===== config.mk =====
export PLATFORM = sky130hd
export DESIGN_NAME = asc_dev_end_flat
export DESIGN_NICKNAME = d
export VERILOG_FILES = /design/src/design/asc_pkg.sv /design/src/design/asc_spi_if.sv /design/src/design/asc_sync.sv /design/src/design/asc_dev_end.sv /design/src/flat_wrapper.sv
export VERILOG_INCLUDE_DIRS = /design/src /design/src/design
export SDC_FILE = /design/constraint.sdc
export NUM_CORES = 1
export LEC_CHECK = 0
export BUFFER_PORTS_ARGS = -buffer_cell sky130_fd_sc_hd__buf_2
export CAP_MARGIN = 10
export CORE_MARGIN = 4
export CORE_UTILIZATION = 45
export DETAILED_ROUTE_END_ITERATION = 8
export PLACE_DENSITY = 0.76
export SLEW_MARGIN = 10
export SYNTH_ARGS = -nofsm -noshare
export SYNTH_HDL_FRONTEND = slang
export SYNTH_SLANG_ARGS = --single-unit

===== constraint.sdc =====
create_clock -name clk_i -period 3.55 [get_ports clk_i]
set_input_delay 0 -clock clk_i [delete_from_list [all_inputs] [get_ports clk_i]]
set_output_delay 0 -clock clk_i [all_outputs]
set_load 0.01 [all_outputs]

===== src/design/asc_regs.svh =====
`ifndef ASC_REGS_SVH
`define ASC_REGS_SVH

// ==========================================================================
// register offsets of one converter bank
`define ASC_REG_FACTORY      3'h0
`define ASC_REG_SYS_CTRL     3'h1
`define ASC_REG_FILTER_CTRL  3'h2
`define ASC_REG_DATA_FORMAT  3'h3
`define ASC_REG_LEFT_ATTEN   3'h4
`define ASC_REG_RIGHT_ATTEN  3'h5
`define ASC_REG_RATIO_HI     3'h6
`define ASC_REG_RATIO_LO     3'h7

// ==========================================================================
// field positions
`define ASC_SYS_POWER_BIT    7
`define ASC_SYS_TRACK_BIT    6
`define ASC_FILTER_MASK      8'h1F
`define ASC_FORMAT_MASK      8'hF7
`define ASC_LAT_LSB          0
`define ASC_DDN_BIT          2
`define ASC_DEM_LSB          3
`define ASC_IFMT_LSB         0
`define ASC_OFMT_LSB         4
`define ASC_OWL_LSB          6

// ==========================================================================
// reset values
`define ASC_RST_BYTE         8'h00
`define ASC_RST_BIT          1'b0
`define ASC_LAT_MAX_DEPTH    7'h40

// ==========================================================================
// access header byte
`define ASC_HDR_READ_BIT     7
`define ASC_HDR_BANKB_BIT    6
`define ASC_HDR_BANKA_BIT    5
`define ASC_HDR_ADDR_MSB     2
`define ASC_HDR_BITS         24

// ==========================================================================
// host controller registers and link timing
`define ASC_WB_CMD           8'h00
`define ASC_WB_STATUS        8'h04
`define ASC_CMD_ADDR_LSB     8
`define ASC_CMD_BANKA_BIT    11
`define ASC_CMD_BANKB_BIT    12
`define ASC_CMD_READ_BIT     13
`define ASC_CLK_PERIOD_NS    5
`define ASC_SCLK_HALF_NS     40
`define ASC_SCLK_HALF_CYC    ((`ASC_SCLK_HALF_NS + `ASC_CLK_PERIOD_NS - 1) \
                              / `ASC_CLK_PERIOD_NS)

`endif


===== src/design/asc_pkg.sv =====
package asc_pkg;

  // ==========================================================================
  // host link sequencer
  typedef enum logic [4:0] {
    ASC_IDLE  = 5'b00001,
    ASC_SETUP = 5'b00010,
    ASC_LOW   = 5'b00100,
    ASC_HIGH  = 5'b01000,
    ASC_HOLD  = 5'b10000
  } asc_link_state_type;

  typedef logic [7:0] asc_byte_type;

endpackage


===== src/design/asc_spi_if.sv =====
`timescale 1ns/1ps

interface asc_spi_if;
  logic sclk;
  logic cs_n;
  logic mosi;
  logic miso;
  logic miso_oe;
  logic miso_line;

  // released line reads low, as with a weak pull-down
  assign miso_line = miso_oe ? miso : 1'b0;

  modport dev (
    input  sclk,
    input  cs_n,
    input  mosi,
    output miso,
    output miso_oe
  );

  modport host (
    output sclk,
    output cs_n,
    output mosi,
    input  miso_line
  );
endinterface


===== src/design/asc_sync.sv =====
`timescale 1ns/1ps

module asc_sync #(
  parameter int               WIDTH   = 1,
  parameter logic [WIDTH-1:0] RST_VAL = '0
) (
  input  wire logic             clk_i,
  input  wire logic             rst_i,
  input  wire logic [WIDTH-1:0] async_i,
  output logic      [WIDTH-1:0] sync_o
);
  // first stage feeds only the second stage
  logic [WIDTH-1:0] meta_reg;

  always_ff @(posedge clk_i) begin
    // reset to the pins' idle levels, so no false select or edge follows
    if (rst_i) begin
      meta_reg <= RST_VAL;
      sync_o   <= RST_VAL;
    end else begin
      meta_reg <= async_i;
      sync_o   <= meta_reg;
    end
  end
endmodule


===== src/design/asc_dev_end.sv =====
`timescale 1ns/1ps
`include "asc_regs.svh"

// Summary of operation
// - power bit low holds section powered down
// - power bit resets low, host writes one
// - latency field picks 64, 32, 16, 8
// - downsample bit zero runs decimation filter
// - downsample bit one skips filtering
// - de-emphasis field: off, 48k, 44.1k, 32k
// - input format: left-justified, i2s, reserved
// - top input format bit: right-justified widths
// - output format: lj, i2s, tdm, rj
// - word length: 24, 20, 18, 16
// - left attenuation in half-dB steps
// - right attenuation in half-dB steps
// - tracking copies left attenuation to right
// - ratio integer and fraction bit layout
// - high ratio read latches the low ratio register
// - two identical banks chosen by header
// - address increments after each data byte
// - ratio registers read-only, factory reads zero, others read-write
module asc_dev_end
  import asc_pkg::*;
(
  input  wire logic             clk_i,
  input  wire logic             rst_i,
  asc_spi_if.dev                spi,
  input  wire logic [1:0][15:0] ratio_i,
  output logic      [1:0]       section_power_on_o,
  output logic      [1:0]       atten_track_o,
  output logic      [1:0][1:0]  interp_latency_sel_o,
  output logic      [1:0][6:0]  interp_latency_depth_o,
  output logic      [1:0]       direct_downsample_sel_o,
  output logic      [1:0][1:0]  deemphasis_sel_o,
  output logic      [1:0][2:0]  input_format_sel_o,
  output logic      [1:0][1:0]  output_format_sel_o,
  output logic      [1:0][1:0]  output_word_length_sel_o,
  output logic      [1:0][7:0]  left_atten_steps_o,
  output logic      [1:0][7:0]  right_atten_steps_o
);

  // ==========================================================================
  // pin capture and edge detect
  logic [2:0]   pin_sync;
  logic         sclk_d_reg;
  logic [2:0]   bit_cnt_reg;
  logic [1:0]   byte_cnt_reg;
  logic [6:0]   shift_reg;
  asc_byte_type hdr_reg;
  logic [2:0]   addr_reg;
  asc_byte_type tx_reg;
  logic         miso_reg;
  logic         oe_reg;
  asc_byte_type bank_rd [2];

  asc_sync #(
    .WIDTH   (3),
    .RST_VAL (3'h2)
  ) u_pin_sync (
    .clk_i   (clk_i),
    .rst_i   (rst_i),
    .async_i ({spi.sclk, spi.cs_n, spi.mosi}),
    .sync_o  (pin_sync)
  );

  wire          sclk_s     = pin_sync[2];
  wire          cs_n_s     = pin_sync[1];
  wire          mosi_s     = pin_sync[0];
  wire          sclk_rise  = sclk_s & ~sclk_d_reg & ~cs_n_s;
  wire          sclk_fall  = ~sclk_s & sclk_d_reg & ~cs_n_s;
  wire          byte_done  = sclk_rise & (bit_cnt_reg == 3'h7);
  wire [7:0]    rx_byte    = {shift_reg, mosi_s};
  wire          hdr_phase  = byte_cnt_reg == 2'h0;
  wire          data_phase = byte_cnt_reg == 2'h2;
  wire          is_read    = hdr_reg[`ASC_HDR_READ_BIT];
  wire [1:0]    bank_sel   = {hdr_reg[`ASC_HDR_BANKB_BIT],
                              hdr_reg[`ASC_HDR_BANKA_BIT]};
  // a read names one bank; bank a wins if both are set
  wire          rd_bank    = ~bank_sel[0];
  wire          wr_stb     = byte_done & data_phase & ~is_read;
  wire          load_tx    = byte_done & ~hdr_phase & is_read;
  wire [2:0]    rd_addr    = data_phase ? addr_reg + 3'h1 : addr_reg;
  wire [7:0]    rd_data    = bank_rd[rd_bank];

  assign spi.miso    = miso_reg;
  assign spi.miso_oe = oe_reg;

  // ==========================================================================
  // byte framing
  always_ff @(posedge clk_i) begin
    if (rst_i) begin
      sclk_d_reg   <= 1'b0;
      bit_cnt_reg  <= 3'h0;
      byte_cnt_reg <= 2'h0;
      shift_reg    <= 7'h00;
      hdr_reg      <= `ASC_RST_BYTE;
      addr_reg     <= 3'h0;
    end else begin
      sclk_d_reg <= sclk_s;
      if (cs_n_s) begin
        bit_cnt_reg  <= 3'h0;
        byte_cnt_reg <= 2'h0;
      end else if (sclk_rise) begin
        bit_cnt_reg <= bit_cnt_reg + 3'h1;
        shift_reg   <= rx_byte[6:0];
        if (byte_done && !data_phase) begin
          byte_cnt_reg <= byte_cnt_reg + 2'h1;
        end
      end
      if (byte_done && hdr_phase) begin
        hdr_reg  <= rx_byte;
        addr_reg <= rx_byte[`ASC_HDR_ADDR_MSB:0];
      end else if (byte_done && data_phase) begin
        addr_reg <= addr_reg + 3'h1;
      end
    end
  end

  // ==========================================================================
  // read shifter: new bit after each falling clock
  always_ff @(posedge clk_i) begin
    if (rst_i) begin
      tx_reg   <= `ASC_RST_BYTE;
      miso_reg <= 1'b0;
      oe_reg   <= 1'b0;
    end else begin
      oe_reg <= ~cs_n_s;
      if (cs_n_s) begin
        tx_reg <= `ASC_RST_BYTE;
      end else if (load_tx) begin
        tx_reg <= rd_data;
      end else if (sclk_fall) begin
        tx_reg <= {tx_reg[6:0], 1'b0};
      end
      if (sclk_fall) begin
        miso_reg <= tx_reg[7];
      end
    end
  end

  // ==========================================================================
  // one bank per section
  for (genvar b = 0; b < 2; b++) begin : g_bank
    logic         power_reg;
    logic         track_reg;
    asc_byte_type filter_reg;
    asc_byte_type format_reg;
    asc_byte_type left_reg;
    asc_byte_type right_reg;
    asc_byte_type ratio_lo_reg;
    asc_byte_type right_eff_reg;
    logic [6:0]   depth_reg;

    wire wr    = wr_stb & bank_sel[b];
    wire latch = load_tx & (rd_addr == `ASC_REG_RATIO_HI)
                 & (rd_bank == 1'(b));
    wire [7:0] ratio_hi = ratio_i[b][15:8];

    assign bank_rd[b] =
      (rd_addr == `ASC_REG_SYS_CTRL)    ? {power_reg, track_reg, 6'h00} :
      (rd_addr == `ASC_REG_FILTER_CTRL) ? filter_reg :
      (rd_addr == `ASC_REG_DATA_FORMAT) ? format_reg :
      (rd_addr == `ASC_REG_LEFT_ATTEN)  ? left_reg :
      (rd_addr == `ASC_REG_RIGHT_ATTEN) ? right_reg :
      (rd_addr == `ASC_REG_RATIO_HI)    ? ratio_hi :
      (rd_addr == `ASC_REG_RATIO_LO)    ? ratio_lo_reg : `ASC_RST_BYTE;

    always_ff @(posedge clk_i) begin
      if (rst_i) begin
        power_reg    <= `ASC_RST_BIT;
        track_reg    <= `ASC_RST_BIT;
        filter_reg   <= `ASC_RST_BYTE;
        format_reg   <= `ASC_RST_BYTE;
        left_reg     <= `ASC_RST_BYTE;
        right_reg    <= `ASC_RST_BYTE;
        ratio_lo_reg <= `ASC_RST_BYTE;
      end else begin
        if (wr && addr_reg == `ASC_REG_SYS_CTRL) begin
          power_reg <= rx_byte[`ASC_SYS_POWER_BIT];
          track_reg <= rx_byte[`ASC_SYS_TRACK_BIT];
        end
        if (wr && addr_reg == `ASC_REG_FILTER_CTRL) begin
          filter_reg <= rx_byte & `ASC_FILTER_MASK;
        end
        if (wr && addr_reg == `ASC_REG_DATA_FORMAT) begin
          format_reg <= rx_byte & `ASC_FORMAT_MASK;
        end
        if (wr && addr_reg == `ASC_REG_LEFT_ATTEN) begin
          left_reg <= rx_byte;
        end
        if (wr && addr_reg == `ASC_REG_RIGHT_ATTEN) begin
          right_reg <= rx_byte;
        end
        if (latch) begin
          ratio_lo_reg <= ratio_i[b][7:0];
        end
      end
    end

    always_ff @(posedge clk_i) begin
      if (rst_i) begin
        right_eff_reg <= `ASC_RST_BYTE;
        depth_reg     <= `ASC_LAT_MAX_DEPTH;
      end else begin
        right_eff_reg <= track_reg ? left_reg : right_reg;
        depth_reg <= `ASC_LAT_MAX_DEPTH >> filter_reg[`ASC_LAT_LSB +: 2];
      end
    end

    assign section_power_on_o[b]       = power_reg;
    assign atten_track_o[b]            = track_reg;
    assign interp_latency_sel_o[b]     = filter_reg[`ASC_LAT_LSB +: 2];
    assign interp_latency_depth_o[b]   = depth_reg;
    assign direct_downsample_sel_o[b]  = filter_reg[`ASC_DDN_BIT];
    assign deemphasis_sel_o[b]         = filter_reg[`ASC_DEM_LSB +: 2];
    assign input_format_sel_o[b]       = format_reg[`ASC_IFMT_LSB +: 3];
    assign output_format_sel_o[b]      = format_reg[`ASC_OFMT_LSB +: 2];
    assign output_word_length_sel_o[b] = format_reg[`ASC_OWL_LSB +: 2];
    assign left_atten_steps_o[b]       = left_reg;
    assign right_atten_steps_o[b]      = right_eff_reg;
  end

endmodule


===== src/flat_wrapper.sv =====
// flat-port wrapper written by rule: the top's interface ports become plain ports
module asc_dev_end_flat import asc_pkg::*;
  (clk_i, rst_i, ratio_i, section_power_on_o, atten_track_o, interp_latency_sel_o, interp_latency_depth_o, direct_downsample_sel_o, deemphasis_sel_o, input_format_sel_o, output_format_sel_o, output_word_length_sel_o, left_atten_steps_o, right_atten_steps_o, spi_sclk, spi_cs_n, spi_mosi, spi_miso, spi_miso_oe);
  asc_spi_if spi_i ();
  input  wire logic clk_i;
  input  wire logic rst_i;
  input  wire logic [1:0][15:0] ratio_i;
  output logic      [1:0] section_power_on_o;
  output logic      [1:0] atten_track_o;
  output logic      [1:0][1:0] interp_latency_sel_o;
  output logic      [1:0][6:0] interp_latency_depth_o;
  output logic      [1:0] direct_downsample_sel_o;
  output logic      [1:0][1:0] deemphasis_sel_o;
  output logic      [1:0][2:0] input_format_sel_o;
  output logic      [1:0][1:0] output_format_sel_o;
  output logic      [1:0][1:0] output_word_length_sel_o;
  output logic      [1:0][7:0] left_atten_steps_o;
  output logic      [1:0][7:0] right_atten_steps_o;
  input wire logic [$bits(spi_i.sclk)-1:0] spi_sclk;
  input wire logic [$bits(spi_i.cs_n)-1:0] spi_cs_n;
  input wire logic [$bits(spi_i.mosi)-1:0] spi_mosi;
  output wire logic [$bits(spi_i.miso)-1:0] spi_miso;
  output wire logic [$bits(spi_i.miso_oe)-1:0] spi_miso_oe;
  assign spi_i.sclk = spi_sclk;
  assign spi_i.cs_n = spi_cs_n;
  assign spi_i.mosi = spi_mosi;
  assign spi_miso = spi_i.miso;
  assign spi_miso_oe = spi_i.miso_oe;
  asc_dev_end u_core (.clk_i(clk_i), .rst_i(rst_i), .spi(spi_i), .ratio_i(ratio_i), .section_power_on_o(section_power_on_o), .atten_track_o(atten_track_o), .interp_latency_sel_o(interp_latency_sel_o), .interp_latency_depth_o(interp_latency_depth_o), .direct_downsample_sel_o(direct_downsample_sel_o), .deemphasis_sel_o(deemphasis_sel_o), .input_format_sel_o(input_format_sel_o), .output_format_sel_o(output_format_sel_o), .output_word_length_sel_o(output_word_length_sel_o), .left_atten_steps_o(left_atten_steps_o), .right_atten_steps_o(right_atten_steps_o));
endmodule

### Word level (Yosys, flattened, before mapping)

Index checks and enable logic that the tools add are counted.

* bits of input ports: 37
* output and inout port bits: 76
* word-level logic and storage cells: 114
* flip-flop bits (word level): 146

* multiplexer cells: 24
* add/subtract/negate cells: 3
* bitwise gates (word level): 21
* shift-type cells: 2
* magnitude comparators: 1
* reductions and logical operators: 20
* equal/unequal tests: 14

Operators with widths (number)
* 8-bit 2-to-1 mux: 21
* 3-bit equality test, second input constant: 7
* 1-bit bitwise AND: 14
* 7-bit by 2-bit >> shifter with 7-bit output, first input constant: 2
* 1-bit logical AND: 13
* 3-bit by 2-bit equality test with 1-bit output, second input constant: 4
* 3-bit 2-to-1 mux: 3
* 3-bit by 1-bit adder with 3-bit output, second input constant: 2
* 3-bit by 1-bit equality test with 1-bit output, second input constant: 2
* 1-bit inverter: 6
* 2-bit AND reduction: 2
* 2-bit nonzero test: 2
* 2-bit by 1-bit adder with 2-bit output, second input constant: 1
* 2-bit equality test, second input constant: 1
* 2-bit >= comparator, second input constant: 1
* 2-bit logical NOT: 1
* 1-bit inverter with 2-bit output: 1
* 2-bit OR reduction: 1
* 1-bit logical NOT: 1

### Longest topological paths before layout

* word-level depth: 14
* depth in mapped cells: 10

### Hierarchy

From an unflattened synthesis, not the netlist that was laid out.

* cells, all modules: 653
* area total of the unflattened synthesis: 6078.3 sq um

Modules (own cells, without submodules)
* asc_dev_end: instances 1, cells each 641, area an instance 5920.7 sq um
* asc_sync: instances 1, cells each 12, area an instance 157.7 sq um

### Worst setup path after synthesis

OpenSTA, ideal clock, no wires.

* path type: reg2reg
* from: register u_core.addr_reg[0]
* to: register u_core.tx_reg[6]
* arrival: 2.162 ns
* path slack: 1.301 ns
* library setup time: 0.087 ns
* clock period less this slack: 2.249 ns
* stages on the path, launching flop included: 10
* data required time: 3.463 ns
* path through: dfxtp_1 buf_6 inv_4 ha_1 nand2_1 o32ai_2 a22oi_2 a2111oi_2 o22ai_1 a221oi_2

* cells in the longest elaborated chain, start to end: 14
* elaborated cells on any way between the ends: 27
* classes of those cells: add/sub (1); eq/ne (7); mux (19)

RTL lines
* start, declared: line asc_dev_end.sv:51 `logic [2:0] addr_reg;`
* start signal, assigned: line asc_dev_end.sv:113 `` addr_reg <= rx_byte[`ASC_HDR_ADDR_MSB:0]; ``
* start signal, assigned: line asc_dev_end.sv:115 `addr_reg <= addr_reg + 3'h1;`
* 3-bit by 1-bit adder with 3-bit output: line asc_dev_end.sv:83 `wire [2:0] rd_addr = data_phase ? addr_reg + 3'h1 : addr_reg;`
* 3-bit 2-to-1 mux *: line asc_dev_end.sv:83
* 3-bit equality test (no line)
* 8-bit 2-to-1 mux (no line) (7 in a row)
* 8-bit 2-to-1 mux (implied by the code) * (3 in a row): line asc_dev_end.sv:84 `wire [7:0] rd_data = bank_rd[rd_bank];`
* 8-bit 2-to-1 mux *: line asc_dev_end.sv:131 `end else if (load_tx) begin`
* end signal, assigned: line asc_dev_end.sv:130 `` tx_reg <= `ASC_RST_BYTE; ``
* end signal, assigned: line asc_dev_end.sv:132 `tx_reg <= rd_data;`
* end signal, assigned: line asc_dev_end.sv:134 `tx_reg <= {tx_reg[6:0], 1'b0};`
* end, declared: line asc_dev_end.sv:52 `asc_byte_type tx_reg;`

Every way passes the cells marked *; elsewhere a longest branch is shown, timed or not. The select of a mux whose other input is x is not followed.
A chain may end at the register's enable or synchronous reset.

### Worst setup path in the final report

* from: register u_core.addr_reg[0]
* to: register u_core.g_bank[1].ratio_lo_reg[7]

* cells in the longest elaborated chain, start to end: 5

RTL lines
* 3-bit by 1-bit adder with 3-bit output: line asc_dev_end.sv:83
* 3-bit 2-to-1 mux *: line asc_dev_end.sv:83
* 3-bit equality test (no line) *
* 1-bit bitwise AND * (2 in a row): line asc_dev_end.sv:156 `` wire latch = load_tx & (rd_addr == `ASC_REG_RATIO_HI) ``
* end signal, assigned: line asc_dev_end.sv:177 `` ratio_lo_reg <= `ASC_RST_BYTE; ``
* end signal, assigned: line asc_dev_end.sv:196 `ratio_lo_reg <= ratio_i[b][7:0];`
* end, declared: line asc_dev_end.sv:151 `asc_byte_type ratio_lo_reg;`

Every way passes the cells marked *; elsewhere a longest branch is shown, timed or not.

==> flow_summary.yaml <==
finish:
  areaGrowthSynthToFinish_pct: 25.8
  multi_input_area_um2: 2920
  fin_nets: 799
  final_cell_mix: "dfxtp_1, buf_2, nor2_1, mux2i_1, nand2_1"
  layout_commonest_cell: "dfxtp_1"
  finalNonFillerCells: 937
  antenna_cells: 0
  drive_gt1_share_pct: 21.0
  fillCellCount: 1099
  regArea_um2: 2700
yosys:
  synth_cell_types: 59
  ys_seq_elements: 135
  synthXorXnorAreaFrac_pct: 0.444
  synthArstFlopShare_pct: 0
  synth-warning-count: 0
  synth_compound_area_share_pct: 13.2
  synth_top_family_by_area: "multiplexers"
  syn_area_um2: 5910
  synthMuxAreaShare_pct: 17.0
  ys_seq_area_share_pct: 45.7
  synth-adder-area-share_pct: 1.90
  synth_cells: 636
  synth-simple-area-share_pct: 16.5
  avgSynthCellArea_um2: 9.30
  synth_enable_flop_cells: 0
  synthFlopType: "dfxtp_1"
drt:
  drt_pass1_iterations: 7
  drt-initial-drc-count: 541
  wl_per_cell_um: 18.4
  drt-total-wl_um: 17200
  remaining_drc_errors: 0
  viasPerCell: 5.66
  vias: 5302
  ant_nets: 0
timing:
  skew_ns: 0.00708
  maxSlewHeadroom_pct: 36.2
  post-route-min-period_ns: 3.34
  timing.final.crit_share_pct: 94.1
  hold_viol: 0
  setup_viol: 0
  max_freq_ghz: 0.299
  report.final.slew_viol_count: 0
  rsz0062_at_grt: "false"
  tightest_slew_ns: 0.957
  finalSetupTns_ns: 0
clocking:
  clockBufferDepth: 2
  clk_pin_slew_ns: 0.05
  cts_buffers: 17
  clk_latency_ns: 0.42
  cts-root-buf: "clkbuf_16"
  htreeDepth: 4
  tritoncts: "done"
  post-cts-setup-buffers: 0
  cts_sinks: 135
pwr:
  irDropWorstVdd_mv: 0.362
  p_leak_nw: 3.39
  p_per_area_nw_per_um2: 451
floorplan:
  rows: 41
  die_w_um: 123
  die_area_um2: 15000
  core-area_um2: 12700
  ios: 113
  fp.dieH_um: 123
  initial_utilization_pct: 46.5
critical_path:
  critPathKind: "flip-flop to flip-flop"
  crit_path_end_kind: "flip-flop"
  crit_path_start_kind: "flip-flop"
  required_ns: 3.85
  r2r_start: "u_core.addr_reg[0]"
  path_max_fanout: 13
  critPathLaunch: "u_core.addr_reg[0]"
  worstPathArrival_ns: 3.64
placement:
  gp_congestion: 1.00
  port_buffers: 106
  hpwl_um: 12200
  dp_cells: 869
grt:
  grt_pass1_wl_um: 26800
  grt_use_total_pct: 23.3
  grtUsageMet2_pct: 39.5
  gr-max-usage-layer: "met2"
  use_met1_pct: 28.2
  grt_max_degree: 101
  gr-usage-met3_pct: 5.76
  overflow: 0
  grt_pass1_vias: 5136
  antenna_found_initial: 0
worst_hold_path:
  hp-class: "input port to flip-flop"
  hp-start: "ratio_i[25]"
status:
  outcome: "finished, final reports clean"
job:
  max_cap_viol_count: 0
-- worst paths after layout --
| kind | to | slack (ns) | cells past startpoint |
|---|---|---|---|
| worst max register to register | u_core.g_bank[1].ratio_lo_reg[7] | 0.21 | 7 |
| worst min register to register | u_core.u_pin_sync.sync_o[1] | 0.41 | 1 |
| worst max-delay path | u_core.g_bank[1].ratio_lo_reg[7] | 0.21 | 7 |
| worst min-delay path | u_core.tx_reg[1] | 0.18 | 5 |
-- layout make-up --
class                           instances  area share, %
Multi-Input combinational cell        439           39.3
Sequential cell                       135           36.3
Timing Repair Buffer                  152           13.1
Clock buffer                           19           5.95
Tap cell                              172           2.89
Clock inverter                         12           2.07
Inverter                                8          0.437
-- worst max-delay path, cell delays in order (launching register included) --
cell and delay (ns):
dfxtp_1 0.63, ha_1 0.24, ha_1 0.33, o32ai_4 0.57, and3_1 0.56, mux2i_1 0.26
nor2_1 0.05, dlygate4sd3_1 0.56
-- cell usage after synthesis, types with 10 or more instances --
library cell	instances	area, um2
mux2i_1	97	971
dfxtp_1	135	2700
nor2_1	99	372
a21oi_1	33	165
buf_4	10	75.1
nor2b_1	11	68.8
o21ai_0	12	60.1
a221oi_1	18	158
nand2_1	43	161
o22ai_1	12	75.1
clkbuf_1	39	146
nand3_1	29	145
-- power by group --
group          internal [W]  switching (W)  total [W]
Clock               0.00112       0.000642    0.00176
Combinational     0.0000361      0.0000383  0.0000744
Sequential          0.00152     0.00000331    0.00152
-- per-stage QoR --
step	setup WS (ns)	instance area, um2	util (%)	power, W	hold slack, ns
6_report	0.210	7440	58.5	0.00335	0.176
4_1_cts	0.262	7440	58.5	0.00338	0.144
2_1_floorplan	1.30	5930	-	0.00159	0.104
3_3_place_gp	0.807	6470	50.9	0.00161	0.187
3_5_place_dp	0.740	6470	50.9	0.00161	0.190
5_1_grt	0.0241	7440	58.5	0.00345	0.192
-- what timing repair did --
item | CTS | global route
hold buffers | 37 | 0
endpoints found under the hold margin | 23 | 0
gates resized for setup | 0 | 0
-- layer usage --
| layer | part of all wire, % | vias to the layer above |
|---|---|---|
| li1 | - | 2475 |
| met1 | 40 | 2501 |
| met2 | 48 | 292 |
| met3 | 9.0 | 34 |
| met4 | 2.7 | 0 |
| met5 | 0 | - |
-- kinds of logic (layout without fill, tap and decap cells) --
| kind of cell | after synthesis | count (layout) |
|---|---|---|
| other cells | 1 | 6 |
| mux | 100 | 100 |
| compound gates | 108 | 108 |
| xor+xnor | 3 | 3 |
| fa+ha+maj | 9 | 9 |
| simple gates | 213 | 213 |
| buf+inv | 67 | 191 |
| flops | 135 | 135 |
(Power assumes the default switching activity.)
